<file path="src/inc/bfls_pkg.sv">
// Shared constants and types for the bit, flag and load/store execution unit.
// Assumes a 32-bit APB master and an internal byte-wide data memory.
`default_nettype none

package bfls_pkg;

  // ==========================================================
  // Register map (byte offsets)
  localparam int APB_AW = 8;
  localparam logic [7:0] OFS_CMD = 8'h00;
  localparam logic [7:0] OFS_ADDR_K = 8'h04;
  localparam logic [7:0] OFS_FLAGS = 8'h08;
  localparam logic [7:0] OFS_STATE = 8'h0c;
  localparam logic [7:0] OFS_GPR_SEL = 8'h10;
  localparam logic [7:0] OFS_GPR_DATA = 8'h14;

  // ==========================================================
  // Command word fields
  localparam int F_OP_LSB = 0;
  localparam int F_OP_W = 5;
  localparam int F_MODE_LSB = 5;
  localparam int F_PTR_LSB = 7;
  localparam int F_DST_LSB = 9;
  localparam int F_SRC_LSB = 14;
  localparam int F_BIT_LSB = 19;
  localparam int F_IMM_LSB = 22;
  localparam int DISP_W = 6;

  // ==========================================================
  // Sizes and reset values
  localparam int GPR_N = 32;
  localparam int DMEM_AW = 16;
  localparam int DMEM_DEPTH = 256;
  localparam logic [7:0] FLAGS_RST = 8'h00;
  localparam logic [7:0] GPR_RST = 8'h00;

  // ==========================================================
  // Status flag positions
  localparam logic [2:0] FLAG_C = 3'h0;
  localparam logic [2:0] FLAG_Z = 3'h1;
  localparam logic [2:0] FLAG_N = 3'h2;
  localparam logic [2:0] FLAG_V = 3'h3;
  localparam logic [2:0] FLAG_S = 3'h4;
  localparam logic [2:0] FLAG_H = 3'h5;
  localparam logic [2:0] FLAG_T = 3'h6;
  localparam logic [2:0] FLAG_I = 3'h7;

  // ==========================================================
  // Pointer pairs: code and low register index
  localparam logic [1:0] PTR_X = 2'h0;
  localparam logic [1:0] PTR_Y = 2'h1;
  localparam logic [1:0] PTR_Z = 2'h2;
  localparam logic [4:0] PTR_X_LO = 5'h1a;
  localparam logic [4:0] PTR_Y_LO = 5'h1c;
  localparam logic [4:0] PTR_Z_LO = 5'h1e;

  typedef enum logic [4:0] {
    OP_NONE,
    OP_ROTATE_RIGHT_CARRY,
    OP_ARITH_SHIFT_RIGHT,
    OP_NIBBLE_SWAP,
    OP_INDEXED_FLAG_SET,
    OP_INDEXED_FLAG_CLEAR,
    OP_COPY_BIT_TO_TRANSFER_FLAG,
    OP_COPY_TRANSFER_FLAG_TO_BIT,
    OP_REGISTER_COPY,
    OP_REGISTER_PAIR_COPY,
    OP_IMMEDIATE_LOAD,
    OP_FETCH_VIA_POINTER,
    OP_FETCH_POINTER_OFFSET,
    OP_FETCH_ABSOLUTE,
    OP_WRITE_VIA_POINTER
  } bfls_op_type;

  typedef enum logic [1:0] {
    PM_PLAIN,
    PM_POST_INC,
    PM_PRE_DEC
  } bfls_pmode_type;

  typedef enum logic {
    BFLS_IDLE,
    BFLS_MEM
  } bfls_state_type;

endpackage

`default_nettype wire

</file>
<file path="src/inc/bfls_dmem_if.sv">
// Data memory port between the execution unit and its byte memory.
// Assumes write on the clock edge and combinational read.
`default_nettype none

interface bfls_dmem_if;
  import bfls_pkg::*;
  logic [DMEM_AW-1:0] addr;
  logic we;
  logic [7:0] wdata;
  logic [7:0] rdata;

  modport master (output addr, output we, output wdata, input rdata);
  modport mem (input addr, input we, input wdata, output rdata);
endinterface

`default_nettype wire

</file>
<file path="src/verilog/bfls_dmem.sv">
// Byte-wide internal data memory.
// Assumes the address is held stable for the whole access cycle.
`default_nettype none

module bfls_dmem #(
  parameter int DEPTH = bfls_pkg::DMEM_DEPTH
) (
  // Clock
  input wire logic clk,
  // Memory port
  bfls_dmem_if.mem port
);
  import bfls_pkg::*;

  localparam int IW = $clog2(DEPTH);

  logic [7:0] mem_array [DEPTH];

  // Upper address bits wrap onto the array
  always_ff @(posedge clk)
  begin
    if (port.we)
    begin
      mem_array[port.addr[IW-1:0]] <= port.wdata;
    end
  end

  assign port.rdata = mem_array[port.addr[IW-1:0]];

endmodule

`default_nettype wire

</file>
<file path="src/verilog/bfls_exec.sv">
// Execution unit for shifts, bit transfers, flag ops, moves and data loads/stores.
// Assumes an APB master on pclk and holds its own data memory instance.
//
// What this block does
// RULE1: rotate right through carry: carry to bit 7, bit 0 to carry; Z,C,N,V.
// RULE2: arithmetic right shift keeps bit 7, bit 0 to carry; Z,C,N,V; one cycle.
// RULE3: copy chosen source bit into transfer flag; other flags kept; one cycle.
// RULE4: copy transfer flag into chosen destination bit; flags kept; one cycle.
// RULE5: each named or indexed flag set forces that bit to one in one cycle.
// RULE6: each named or indexed flag clear forces that bit to zero in one cycle.
// RULE7: single flag set or clear touches only that flag, no general register.
// RULE8: load with post-increment reads at pointer, then pointer plus one; two cycles.
// RULE9: load with pre-decrement lowers pointer first, reads new address; two cycles.
// RULE10: offset load from second or third pointer plus displacement; pointer kept.
// RULE11: absolute load reads byte at address held in addr_k_reg, written before the command; two cycles.
// RULE12: store with post-increment writes at pointer, then pointer plus one.
// RULE13: store with pre-decrement lowers pointer first, writes new address.
// RULE14: nibble swap exchanges register halves in one cycle; flags kept.
// RULE15: register copy, pair copy and immediate load take one cycle; flags kept.
// RULE16: plain pointer load and store keep pointer; two cycles; flags kept.
`default_nettype none

module bfls_exec (
  // Clock and reset
  input wire logic pclk,
  input wire logic presetn,
  // APB slave
  input wire logic psel,
  input wire logic penable,
  input wire logic pwrite,
  input wire logic [bfls_pkg::APB_AW-1:0] paddr,
  input wire logic [31:0] pwdata,
  output logic [31:0] prdata,
  output logic pready,
  output logic pslverr
);
  import bfls_pkg::*;

  // ==========================================================
  // State
  logic [7:0] gpr [GPR_N];
  logic [7:0] flags_reg;
  logic [31:0] cmd_reg;
  logic [DMEM_AW-1:0] addr_k_reg;
  logic [4:0] gpr_sel_reg;
  bfls_state_type state_reg;
  logic [DMEM_AW-1:0] mem_addr_reg;
  logic mem_store_reg;
  logic [7:0] mem_wdata_reg;
  logic [4:0] mem_dst_reg;
  logic [31:0] prdata_reg;
  logic pready_reg;
  logic pslverr_reg;

  bfls_dmem_if dmem ();

  bfls_dmem u_dmem (
    .clk (pclk),
    .port (dmem.mem)
  );

  assign dmem.addr = mem_addr_reg;
  assign dmem.we = mem_store_reg && (state_reg == BFLS_MEM);
  assign dmem.wdata = mem_wdata_reg;

  assign prdata = prdata_reg;
  assign pready = pready_reg;
  assign pslverr = pslverr_reg;

  // ==========================================================
  // Helpers
  function automatic logic [4:0] ptr_lo(input logic [1:0] sel);
    logic [4:0] idx;
    idx = PTR_X_LO;
    if (sel == PTR_Y)
      idx = PTR_Y_LO;
    else if (sel == PTR_Z)
      idx = PTR_Z_LO;
    return idx;
  endfunction

  function automatic logic [15:0] ptr_pair(input logic [1:0] sel);
    logic [4:0] lo;
    lo = ptr_lo(sel);
    return {gpr[{lo[4:1], 1'b1}], gpr[lo]};
  endfunction

  function automatic logic [7:0] shift_flags(input logic [7:0] f, input logic [7:0] res,
                                             input logic c);
    logic [7:0] o;
    o = f;
    o[FLAG_C] = c;
    o[FLAG_Z] = (res == 8'h00);
    o[FLAG_N] = res[7];
    o[FLAG_V] = res[7] ^ c;
    return o;
  endfunction

  function automatic logic reg_hit(input logic [7:0] a);
    return (a == OFS_CMD) || (a == OFS_ADDR_K) || (a == OFS_FLAGS) || (a == OFS_STATE)
        || (a == OFS_GPR_SEL) || (a == OFS_GPR_DATA);
  endfunction

  // ==========================================================
  // APB access decode
  logic access;
  logic wr;
  logic cmd_go;

  // Accesses wait while a memory operation is in flight
  assign access = psel && penable && !pready_reg && (state_reg == BFLS_IDLE);
  assign wr = access && pwrite && reg_hit(paddr);
  assign cmd_go = wr && (paddr == OFS_CMD);

  // ==========================================================
  // Command decode and execution
  bfls_op_type c_op;
  bfls_pmode_type c_mode;
  logic [1:0] c_ptr;
  logic [4:0] c_dst;
  logic [4:0] c_src;
  logic [2:0] c_bit;
  logic [7:0] c_imm;
  logic [7:0] rd_v;
  logic [7:0] rs_v;
  logic [15:0] ptr_cur;

  assign c_op = bfls_op_type'(pwdata[F_OP_LSB +: F_OP_W]);
  assign c_mode = bfls_pmode_type'(pwdata[F_MODE_LSB +: 2]);
  assign c_ptr = pwdata[F_PTR_LSB +: 2];
  assign c_dst = pwdata[F_DST_LSB +: 5];
  assign c_src = pwdata[F_SRC_LSB +: 5];
  assign c_bit = pwdata[F_BIT_LSB +: 3];
  assign c_imm = pwdata[F_IMM_LSB +: 8];
  assign rd_v = gpr[c_dst];
  assign rs_v = gpr[c_src];
  // Function reads the register file, so a process keeps it in the sensitivity
  always_comb
  begin
    ptr_cur = ptr_pair(c_ptr);
  end

  logic x_we;
  logic x_pair;
  logic [4:0] x_wa;
  logic [7:0] x_wd;
  logic [7:0] x_wd_hi;
  logic p_we;
  logic [15:0] p_wd;
  logic [7:0] f_next;
  logic m_go;
  logic m_store;
  logic [DMEM_AW-1:0] m_addr;

  always_comb
  begin
    x_we = 1'b0;
    x_pair = 1'b0;
    x_wa = c_dst;
    x_wd = rd_v;
    x_wd_hi = 8'h00;
    p_we = 1'b0;
    p_wd = ptr_cur;
    f_next = flags_reg;
    m_go = 1'b0;
    m_store = 1'b0;
    m_addr = ptr_cur;
    if (cmd_go)
    begin
      unique case (c_op)
        OP_ROTATE_RIGHT_CARRY:
        begin
          x_we = 1'b1;
          x_wd = {flags_reg[FLAG_C], rd_v[7:1]}; // [RULE1]
          f_next = shift_flags(flags_reg, x_wd, rd_v[0]); // [RULE1]
        end
        OP_ARITH_SHIFT_RIGHT:
        begin
          x_we = 1'b1;
          x_wd = {rd_v[7], rd_v[7:1]}; // [RULE2]
          f_next = shift_flags(flags_reg, x_wd, rd_v[0]); // [RULE2]
        end
        OP_NIBBLE_SWAP:
        begin
          x_we = 1'b1;
          x_wd = {rd_v[3:0], rd_v[7:4]}; // [RULE14]
        end
        OP_INDEXED_FLAG_SET:
          f_next[c_bit] = 1'b1; // [RULE5] [RULE7]
        OP_INDEXED_FLAG_CLEAR:
          f_next[c_bit] = 1'b0; // [RULE6] [RULE7]
        OP_COPY_BIT_TO_TRANSFER_FLAG:
          f_next[FLAG_T] = rs_v[c_bit]; // [RULE3]
        OP_COPY_TRANSFER_FLAG_TO_BIT:
        begin
          x_we = 1'b1;
          x_wd[c_bit] = flags_reg[FLAG_T]; // [RULE4]
        end
        OP_REGISTER_COPY:
        begin
          x_we = 1'b1;
          x_wd = rs_v; // [RULE15]
        end
        OP_REGISTER_PAIR_COPY:
        begin
          x_we = 1'b1;
          x_pair = 1'b1;
          x_wa = {c_dst[4:1], 1'b0};
          x_wd = gpr[{c_src[4:1], 1'b0}]; // [RULE15]
          x_wd_hi = gpr[{c_src[4:1], 1'b1}];
        end
        OP_IMMEDIATE_LOAD:
        begin
          x_we = 1'b1;
          x_wd = c_imm; // [RULE15]
        end
        OP_FETCH_VIA_POINTER, OP_WRITE_VIA_POINTER:
        begin
          m_go = (c_ptr != 2'h3);
          m_store = (c_op == OP_WRITE_VIA_POINTER);
          unique case (c_mode)
            PM_PLAIN: p_we = 1'b0; // [RULE16]
            PM_POST_INC:
            begin
              p_we = m_go;
              p_wd = ptr_cur + 16'h0001; // [RULE8] [RULE12]
            end
            PM_PRE_DEC:
            begin
              p_we = m_go;
              p_wd = ptr_cur - 16'h0001; // [RULE9] [RULE13]
              m_addr = p_wd;
            end
            default: m_go = 1'b0;
          endcase
        end
        OP_FETCH_POINTER_OFFSET:
        begin
          m_go = (c_ptr == PTR_Y) || (c_ptr == PTR_Z); // [RULE10]
          m_addr = ptr_cur + {{(DMEM_AW-DISP_W){1'b0}}, c_imm[DISP_W-1:0]}; // [RULE10]
        end
        OP_FETCH_ABSOLUTE:
        begin
          m_go = 1'b1;
          m_addr = addr_k_reg; // [RULE11]
        end
        default: x_we = 1'b0;
      endcase
    end
  end

  // ==========================================================
  // General registers
  always_ff @(posedge pclk or negedge presetn)
  begin
    if (!presetn)
    begin
      for (int i = 0; i < GPR_N; i++)
      begin
        gpr[i] <= GPR_RST;
      end
    end
    else
    begin
      if (x_we)
        gpr[x_wa] <= x_wd;
      if (x_pair)
        gpr[{x_wa[4:1], 1'b1}] <= x_wd_hi;
      if (p_we)
        {gpr[{ptr_lo(c_ptr)}+5'h01], gpr[ptr_lo(c_ptr)]} <= p_wd; // [RULE8] [RULE9]
      if (state_reg == BFLS_MEM && !mem_store_reg)
        gpr[mem_dst_reg] <= dmem.rdata; // [RULE8] [RULE11]
      if (wr && paddr == OFS_GPR_DATA)
        gpr[gpr_sel_reg] <= pwdata[7:0];
    end
  end

  // ==========================================================
  // Status flags
  always_ff @(posedge pclk or negedge presetn)
  begin
    if (!presetn)
      flags_reg <= FLAGS_RST;
    else if (wr && paddr == OFS_FLAGS)
      flags_reg <= pwdata[7:0];
    else
      flags_reg <= f_next;
  end

  // ==========================================================
  // Memory sequencer: issue at command edge, finish one cycle later
  always_ff @(posedge pclk or negedge presetn)
  begin
    if (!presetn)
    begin
      state_reg <= BFLS_IDLE;
      mem_addr_reg <= '0;
      mem_store_reg <= 1'b0;
      mem_wdata_reg <= 8'h00;
      mem_dst_reg <= 5'h00;
    end
    else
    begin
      unique case (state_reg)
        BFLS_IDLE:
          if (m_go)
          begin
            state_reg <= BFLS_MEM;
            mem_addr_reg <= m_addr;
            mem_store_reg <= m_store;
            mem_wdata_reg <= gpr[c_src];
            mem_dst_reg <= c_dst;
          end
        BFLS_MEM:
        begin
          state_reg <= BFLS_IDLE; // [RULE8] [RULE12]
          mem_store_reg <= 1'b0;
        end
      endcase
    end
  end

  // ==========================================================
  // Software registers and APB answer
  always_ff @(posedge pclk or negedge presetn)
  begin
    if (!presetn)
    begin
      cmd_reg <= 32'h0000_0000;
      addr_k_reg <= '0;
      gpr_sel_reg <= 5'h00;
      prdata_reg <= 32'h0000_0000;
      pready_reg <= 1'b0;
      pslverr_reg <= 1'b0;
    end
    else
    begin
      pready_reg <= access;
      pslverr_reg <= access && !reg_hit(paddr);
      prdata_reg <= 32'h0000_0000;
      if (wr)
      begin
        unique case (paddr)
          OFS_CMD: cmd_reg <= pwdata;
          OFS_ADDR_K: addr_k_reg <= pwdata[DMEM_AW-1:0];
          OFS_GPR_SEL: gpr_sel_reg <= pwdata[4:0];
          default: cmd_reg <= cmd_reg;
        endcase
      end
      if (access && !pwrite)
      begin
        unique case (paddr)
          OFS_CMD: prdata_reg <= cmd_reg;
          OFS_ADDR_K: prdata_reg <= {{(32-DMEM_AW){1'b0}}, addr_k_reg};
          OFS_FLAGS: prdata_reg <= {24'h00_0000, flags_reg};
          OFS_STATE: prdata_reg <= {31'h0000_0000, state_reg == BFLS_MEM};
          OFS_GPR_SEL: prdata_reg <= {27'h000_0000, gpr_sel_reg};
          OFS_GPR_DATA: prdata_reg <= {24'h00_0000, gpr[gpr_sel_reg]};
          default: prdata_reg <= 32'h0000_0000;
        endcase
      end
    end
  end

  // ==========================================================
  // Checking helpers: snapshot of each accepted command
  logic chk_go_reg;
  logic [31:0] chk_cmd_reg;
  logic [7:0] chk_rd_reg;
  logic [7:0] chk_rs_reg;
  logic [7:0] chk_flags_reg;
  logic [15:0] chk_ptr_reg;
  logic chk_mem_reg;
  bfls_op_type k_op;
  bfls_pmode_type k_mode;
  logic [4:0] k_dst;
  logic [2:0] k_bit;
  logic [1:0] k_ptr;

  always_ff @(posedge pclk or negedge presetn)
  begin
    if (!presetn)
    begin
      chk_go_reg <= 1'b0;
      chk_cmd_reg <= 32'h0000_0000;
      chk_rd_reg <= 8'h00;
      chk_rs_reg <= 8'h00;
      chk_flags_reg <= 8'h00;
      chk_ptr_reg <= 16'h0000;
      chk_mem_reg <= 1'b0;
    end
    else
    begin
      chk_go_reg <= cmd_go;
      chk_cmd_reg <= pwdata;
      chk_rd_reg <= rd_v;
      chk_rs_reg <= rs_v;
      chk_flags_reg <= flags_reg;
      chk_ptr_reg <= ptr_cur;
      chk_mem_reg <= m_go;
    end
  end

  assign k_op = bfls_op_type'(chk_cmd_reg[F_OP_LSB +: F_OP_W]);
  assign k_mode = bfls_pmode_type'(chk_cmd_reg[F_MODE_LSB +: 2]);
  assign k_dst = chk_cmd_reg[F_DST_LSB +: 5];
  assign k_bit = chk_cmd_reg[F_BIT_LSB +: 3];
  assign k_ptr = chk_cmd_reg[F_PTR_LSB +: 2];
endmodule

`default_nettype wire

</file>
<file path="config.mk">
export PLATFORM = sky130hd
export DESIGN_NAME = bfls_exec
export DESIGN_NICKNAME = d
export VERILOG_FILES = /design/src/inc/bfls_pkg.sv /design/src/inc/bfls_dmem_if.sv /design/src/verilog/bfls_dmem.sv /design/src/verilog/bfls_exec.sv
export SDC_FILE = /design/constraint.sdc
export NUM_CORES = 2
export LEC_CHECK = 0
export ABC_AREA = 0
export ABC_CLOCK_PERIOD_IN_PS = 9500
export BUFFER_PORTS_ARGS = -buffer_cell sky130_fd_sc_hd__buf_2
export CAP_MARGIN = 10
export CELL_PAD_IN_SITES_DETAIL_PLACEMENT = 0
export CELL_PAD_IN_SITES_GLOBAL_PLACEMENT = 2
export CORE_UTILIZATION = 45
export DETAILED_ROUTE_END_ITERATION = 7
export GPL_TIMING_DRIVEN = 1
export PLACE_DENSITY_LB_ADDON = 0.1
export SYNTH_ARGS = -nofsm -noshare
export SYNTH_HDL_FRONTEND = slang
export SYNTH_HIERARCHICAL = 1
export SYNTH_SLANG_ARGS = --single-unit
</file>
<file path="constraint.sdc">
create_clock -name pclk -period 9.5 [get_ports pclk]
set_clock_uncertainty 0.2 [all_clocks]
set_input_delay 1.425 -clock pclk [delete_from_list [all_inputs] [get_ports pclk]]
set_output_delay 1.425 -clock pclk [all_outputs]
set_load 0.01 [all_outputs]
</file>
Word level (Yosys, flattened, before mapping):

Memories as Yosys holds them, arrays and structs flattened.
Cells that the tools add are included.

* register bits after elaboration: 374
* bits in writable memories: 2048
* output and inout port bits: 34
* word-level logic and storage cells: 255
* memories kept: 1

* $add $sub $neg: 4
* order comparisons: 20
* eq/ne operators: 27
* multiplexer cells: 89
* bitwise operators: 18
* reductions and logical operators: 49

Memory list
* u_dmem.mem_array: depth 256, bits a word 8, rd ports 1, clocked after memory_dff 0, write ports 1, RTL line bfls_dmem.sv:17 `logic [7:0] mem_array [DEPTH];`

Operators by type and width (number)
* bitwise mux 256 bit: 6
* two-way mux 256 bit: 5
* binary-select mux 8 bit (select 5 bit): 7
* demux 8 bit (select 5 bit): 6
* two-way mux 8 bit: 27
* case mux 32 bit (6 select lines): 1
* greater-or-equal comparator 6 bit, second input constant: 12
* inverter 5 -> 6 bit: 12
* case mux 8 bit (7 select lines): 1
* less-than comparator 6 x 1 -> 1 bit, second input constant: 6
* == test 5 x 4 -> 1 bit, second input constant: 7
* two-way mux 16 bit: 2
* two-way mux 32 bit: 1
* case mux 16 bit (2 select lines): 1
* zero test 8 bit: 3
* case mux 6 bit (4 select lines): 1
* case mux 8 bit (3 select lines): 1
* == test 5 x 3 -> 1 bit, second input constant: 4
* logical AND 1 bit: 19
* two-way mux 1 bit: 19
* adder 16 x 1 -> 16 bit, second input constant: 1
* == test 8 x 4 -> 1 bit, second input constant: 2
* == test 8 x 5 -> 1 bit, second input constant: 2
* subtractor 16 x 1 -> 16 bit, second input constant: 1
* other kinds (34): 60

Logic depth before layout (Yosys ltp):

* word-level depth: 25
* depth in mapped cells: 16
* mapped depth without buffers: 13

By module:

Netlist, hierarchy kept.

Modules (own cells, without submodules)
* bfls_dmem: instances 1, cells an instance 3539, area each 78332.6 um^2, sequential area each 61499.0 um^2
* bfls_exec: instances 1, cells an instance 3622, area each 31502.7 um^2, sequential area each 9559.2 um^2

Worst setup path before layout:

No wires, ideal clock.

* path type: input -> register
* start point: input port pwdata[7]
* end point: register dmem.addr[14] (netlist name)
* arrival: 4.688 ns
* data required time: 9.165 ns
* setup slack: 4.477 ns
* cell stages on the path: 16
* path buffers: 3
* path through: clkbuf_1 > inv_1 > ha_1 > buf_2 > buf_2 > mux4_2 > ha_1 > fa_1 > a21o_1 > a21oi_1 > o21bai_1 > a21oi_1 > nand2b_1 > xnor2_1 > a222oi_1 > o21ai_0

RTL lines
* from (decl): RTL line bfls_exec.sv:32 `input wire logic [31:0] pwdata,`

Final worst setup path:

* start point: register mem_addr_reg[0] (netlist: dmem.addr[0])
* end point: register gpr[182] in the netlist's numbering

* word-level cells in the longest chain between the ends: 5

RTL lines
* from (decl): RTL line bfls_exec.sv:47 `logic [DMEM_AW-1:0] mem_addr_reg;`
* from (signal assigned): RTL line bfls_exec.sv:309 `mem_addr_reg <= m_addr;`
* memory (256 x 8 bit) *
* via dmem.rdata[6]: RTL line bfls_dmem_if.sv:10 `logic [7:0] rdata;`
* bitwise mux 256 bit *: RTL line bfls_exec.sv:272 `gpr[mem_dst_reg] <= dmem.rdata;`
* two-way mux 256 bit *: RTL line bfls_exec.sv:271 `if (state_reg == BFLS_MEM && !mem_store_reg)`
* bitwise mux 256 bit: RTL line bfls_exec.sv:274 `gpr[gpr_sel_reg] <= pwdata[7:0];`
* two-way mux 256 bit *: RTL line bfls_exec.sv:273 `if (wr && paddr == OFS_GPR_DATA)`
* to (signal, indexed assignment): RTL line bfls_exec.sv:270 `{gpr[{ptr_lo(c_ptr)}+5'h01], gpr[ptr_lo(c_ptr)]} <= p_wd;`
* to (signal, indexed assignment): RTL line bfls_exec.sv:272
* to (signal, indexed assignment): RTL line bfls_exec.sv:274
* to (decl): RTL line bfls_exec.sv:41 `logic [7:0] gpr [GPR_N];`

The timed path passes the listed nets; every way through them passes the cells marked *.
A chain may end at the register's enable or synchronous reset.

==> reports/results.ini <==
[clock_tree]
cts_tree=built
post_cts_buffers=0
cts-root-buf=clkbuf_16
clockBufferDepth=4
numCtsBuffers=278
htree_num_levels=5
cts_sinks=2422
clk_latency_ns=0.97
cts_resized=0
hold_buffers=0
path_clk_slew_ns=0.06

[setup_path]
slowest_delay_ns=0.89
crit_path_start_kind=flip-flop
r2r_slack_ns=3.45
worstSetupPathType=reg -> reg
critical_path_arrival_ns=6.61
r2r_end=gpr[182]$_DFF_PN0_
crit_buf_inv=4
cp.required_ns=10.06
r2r-start=dmem.addr[0]$_DFFE_PN0P_
critPathSlowestCell=dfrtp_4
crit_family=buffers and inverters
cp_common_cell=buf_4
ff2ff_path_depth=11
crit_path_max_fanout=59
critPathCaptureType=flip-flop
cp_cell_sequence=buf_12, buf_4, mux4_2, a22oi_1, a21oi_1, o41ai_1, buf_4, nand4_1, buf_4, a222oi_1, nand2_1

[logic_synthesis]
synthesis.nets=7152
synth.avg_cell_area_um2=15.4
syn_area_um2=109000
synthCells=7091
yosys_warnings=6

[power_and_ir_drop]
power.total_w=0.0221
p_comb_share_pct=2.7
switchingPower_w=0.00470
internal-power_w=0.0174
p_leak_nw=36.1
clkPwrFrac_pct=45.7
sw_frac_of_total_pct=21.3
p_seq_share_pct=51.6
ir_worst_vdd_mv=0.196
p_per_area_nw_per_um2=181

[route]
wl_mm=421
drtAntennaViolNets=0
vias=71429
drt-initial-drc-count=8448
drc=0
first_pass_iters=7
routed_via_density=6.76
wl_per_cell_um=39.8

[finish]
multi_input_area_um2=36200
nets=7239
largest_reg_flops=2048
register_area_um2=70900
utilization_pct=50.7
num-fill-cells=20237
syn2layout_area_growth_pct=11.9
drive_gt1_share_pct=21.6

[floorplan]
fp.dieW_um=495
start_util_pct=45.3
fp.dieH_um=495
coreArea_um2=241000
ios=79
die_area_um2=245000
rows=180

[global_routing]
grt_start_max_net_pins=209
grt_pass1_wl_mm=580
antenna_found_initial=31
grt_pass1_vias=71064
grtUsageTotal_pct=34.4
overflow=0

[sta]
relSlewSlack_pct=2.78
rsz0062_at_grt=false
setup_tns_ns=0
drv_slew=0
worst_pin_slew_ns=1.45
fin_hold_ws_ns=0.264
max_freq_mhz=165
hold_viol=0
fin_crit_ns=6.05
setup_viol=0
min_period_over_period_pct=63.7

[job]
drv_cap=0

[hold_path]
min_from=cmd_reg[24]$_DFFE_PN0N_
hold_depth=2
hold_path_end=cmd_reg[24]$_DFFE_PN0N_
holdCritPathClass=reg -> reg

[run_status]
status=finished clean

[placement]
dpl.hpwl_mm=285
place.gp.congestion=1.05
port_buffers=78

-- layer usage --
metal,track usage [%],routed length (µm),vias up
met3,6.43,32000,1136
met2,55.2,200000,3971
met4,21.7,31200,14
li1,-,-,28785
met1,43.1,157000,37523
met5,0,96,-
-- through the flow --
| step | instances | setup WS (ns) | instance area [µm²] |
|---|---|---|---|
| after global routing | 10562 | 3.25 | 122000 |
| after floorplan | 7091 | 4.56 | 109000 |
| final | 10567 | 3.45 | 122000 |
| after detailed placement | 10079 | 2.76 | 114000 |
| after CTS | 10552 | 3.50 | 122000 |
| after global placement | 10078 | 2.77 | 114000 |
-- placed cells by master, fill, tap and decap left out, types with 118 or more instances in the layout --
cell,count
buf_4,256
o22ai_1,118
mux4_2,724
nand2_1,588
nor3_1,121
clkbuf_16,281
nor2_1,547
o21ai_0,200
edfxtp_1,2048
dfrtp_1,362
a22oi_1,347
a21oi_1,395
mux2i_1,144
-- how the worst max path moves through the flow --
stage                                  start                 end  slack (ns)  cells past startpoint
CTS                 dmem.addr[0]$_DFFE_PN0P_  gpr[118]$_DFF_PN0_        3.50                     11
finish              dmem.addr[0]$_DFFE_PN0P_  gpr[182]$_DFF_PN0_        3.45                     11
floorplan                          pwdata[7]   gpr[22]$_DFF_PN0_        4.56                     15
global placement                   pwdata[7]    gpr[6]$_DFF_PN0_        2.77                     13
detailed placement                 pwdata[7]    gpr[6]$_DFF_PN0_        2.76                     13
global route        dmem.addr[0]$_DFFE_PN0P_  gpr[118]$_DFF_PN0_        3.25                      9
-- area by class of cell --
cell class | count | area share [%]
antenna | 11 | 0.0225
clock buffer | 349 | 6.03
clock inverter | 124 | 0.829
inverter | 38 | 0.117
multi-input combinational | 4088 | 29.6
sequential | 2422 | 58.0
tap | 3185 | 3.26
timing repair buffer | 350 | 2.18
-- worst register-to-register path, delay by kind of cell (launching register included) --
kind / cells / cell delay, ns
buffers and inverters: 4 / 1.95
AOI/OAI and AO/OA: 4 / 1.38
and+or+nand+nor: 2 / 0.90
DFF: 1 / 0.89
muxes: 1 / 0.58
-- power groups by stage --
stage	registers (W)	logic [W]	clock network [W]
after floorplan	0.0116	0.000273	0
after global placement	0.0116	0.000582	0
after detailed placement	0.0116	0.000579	0
after CTS	0.0114	0.000580	0.0103
after global routing	0.0114	0.000603	0.0106
final	0.0114	0.000602	0.0101
Note: power is estimated with default switching activity, not from simulation.
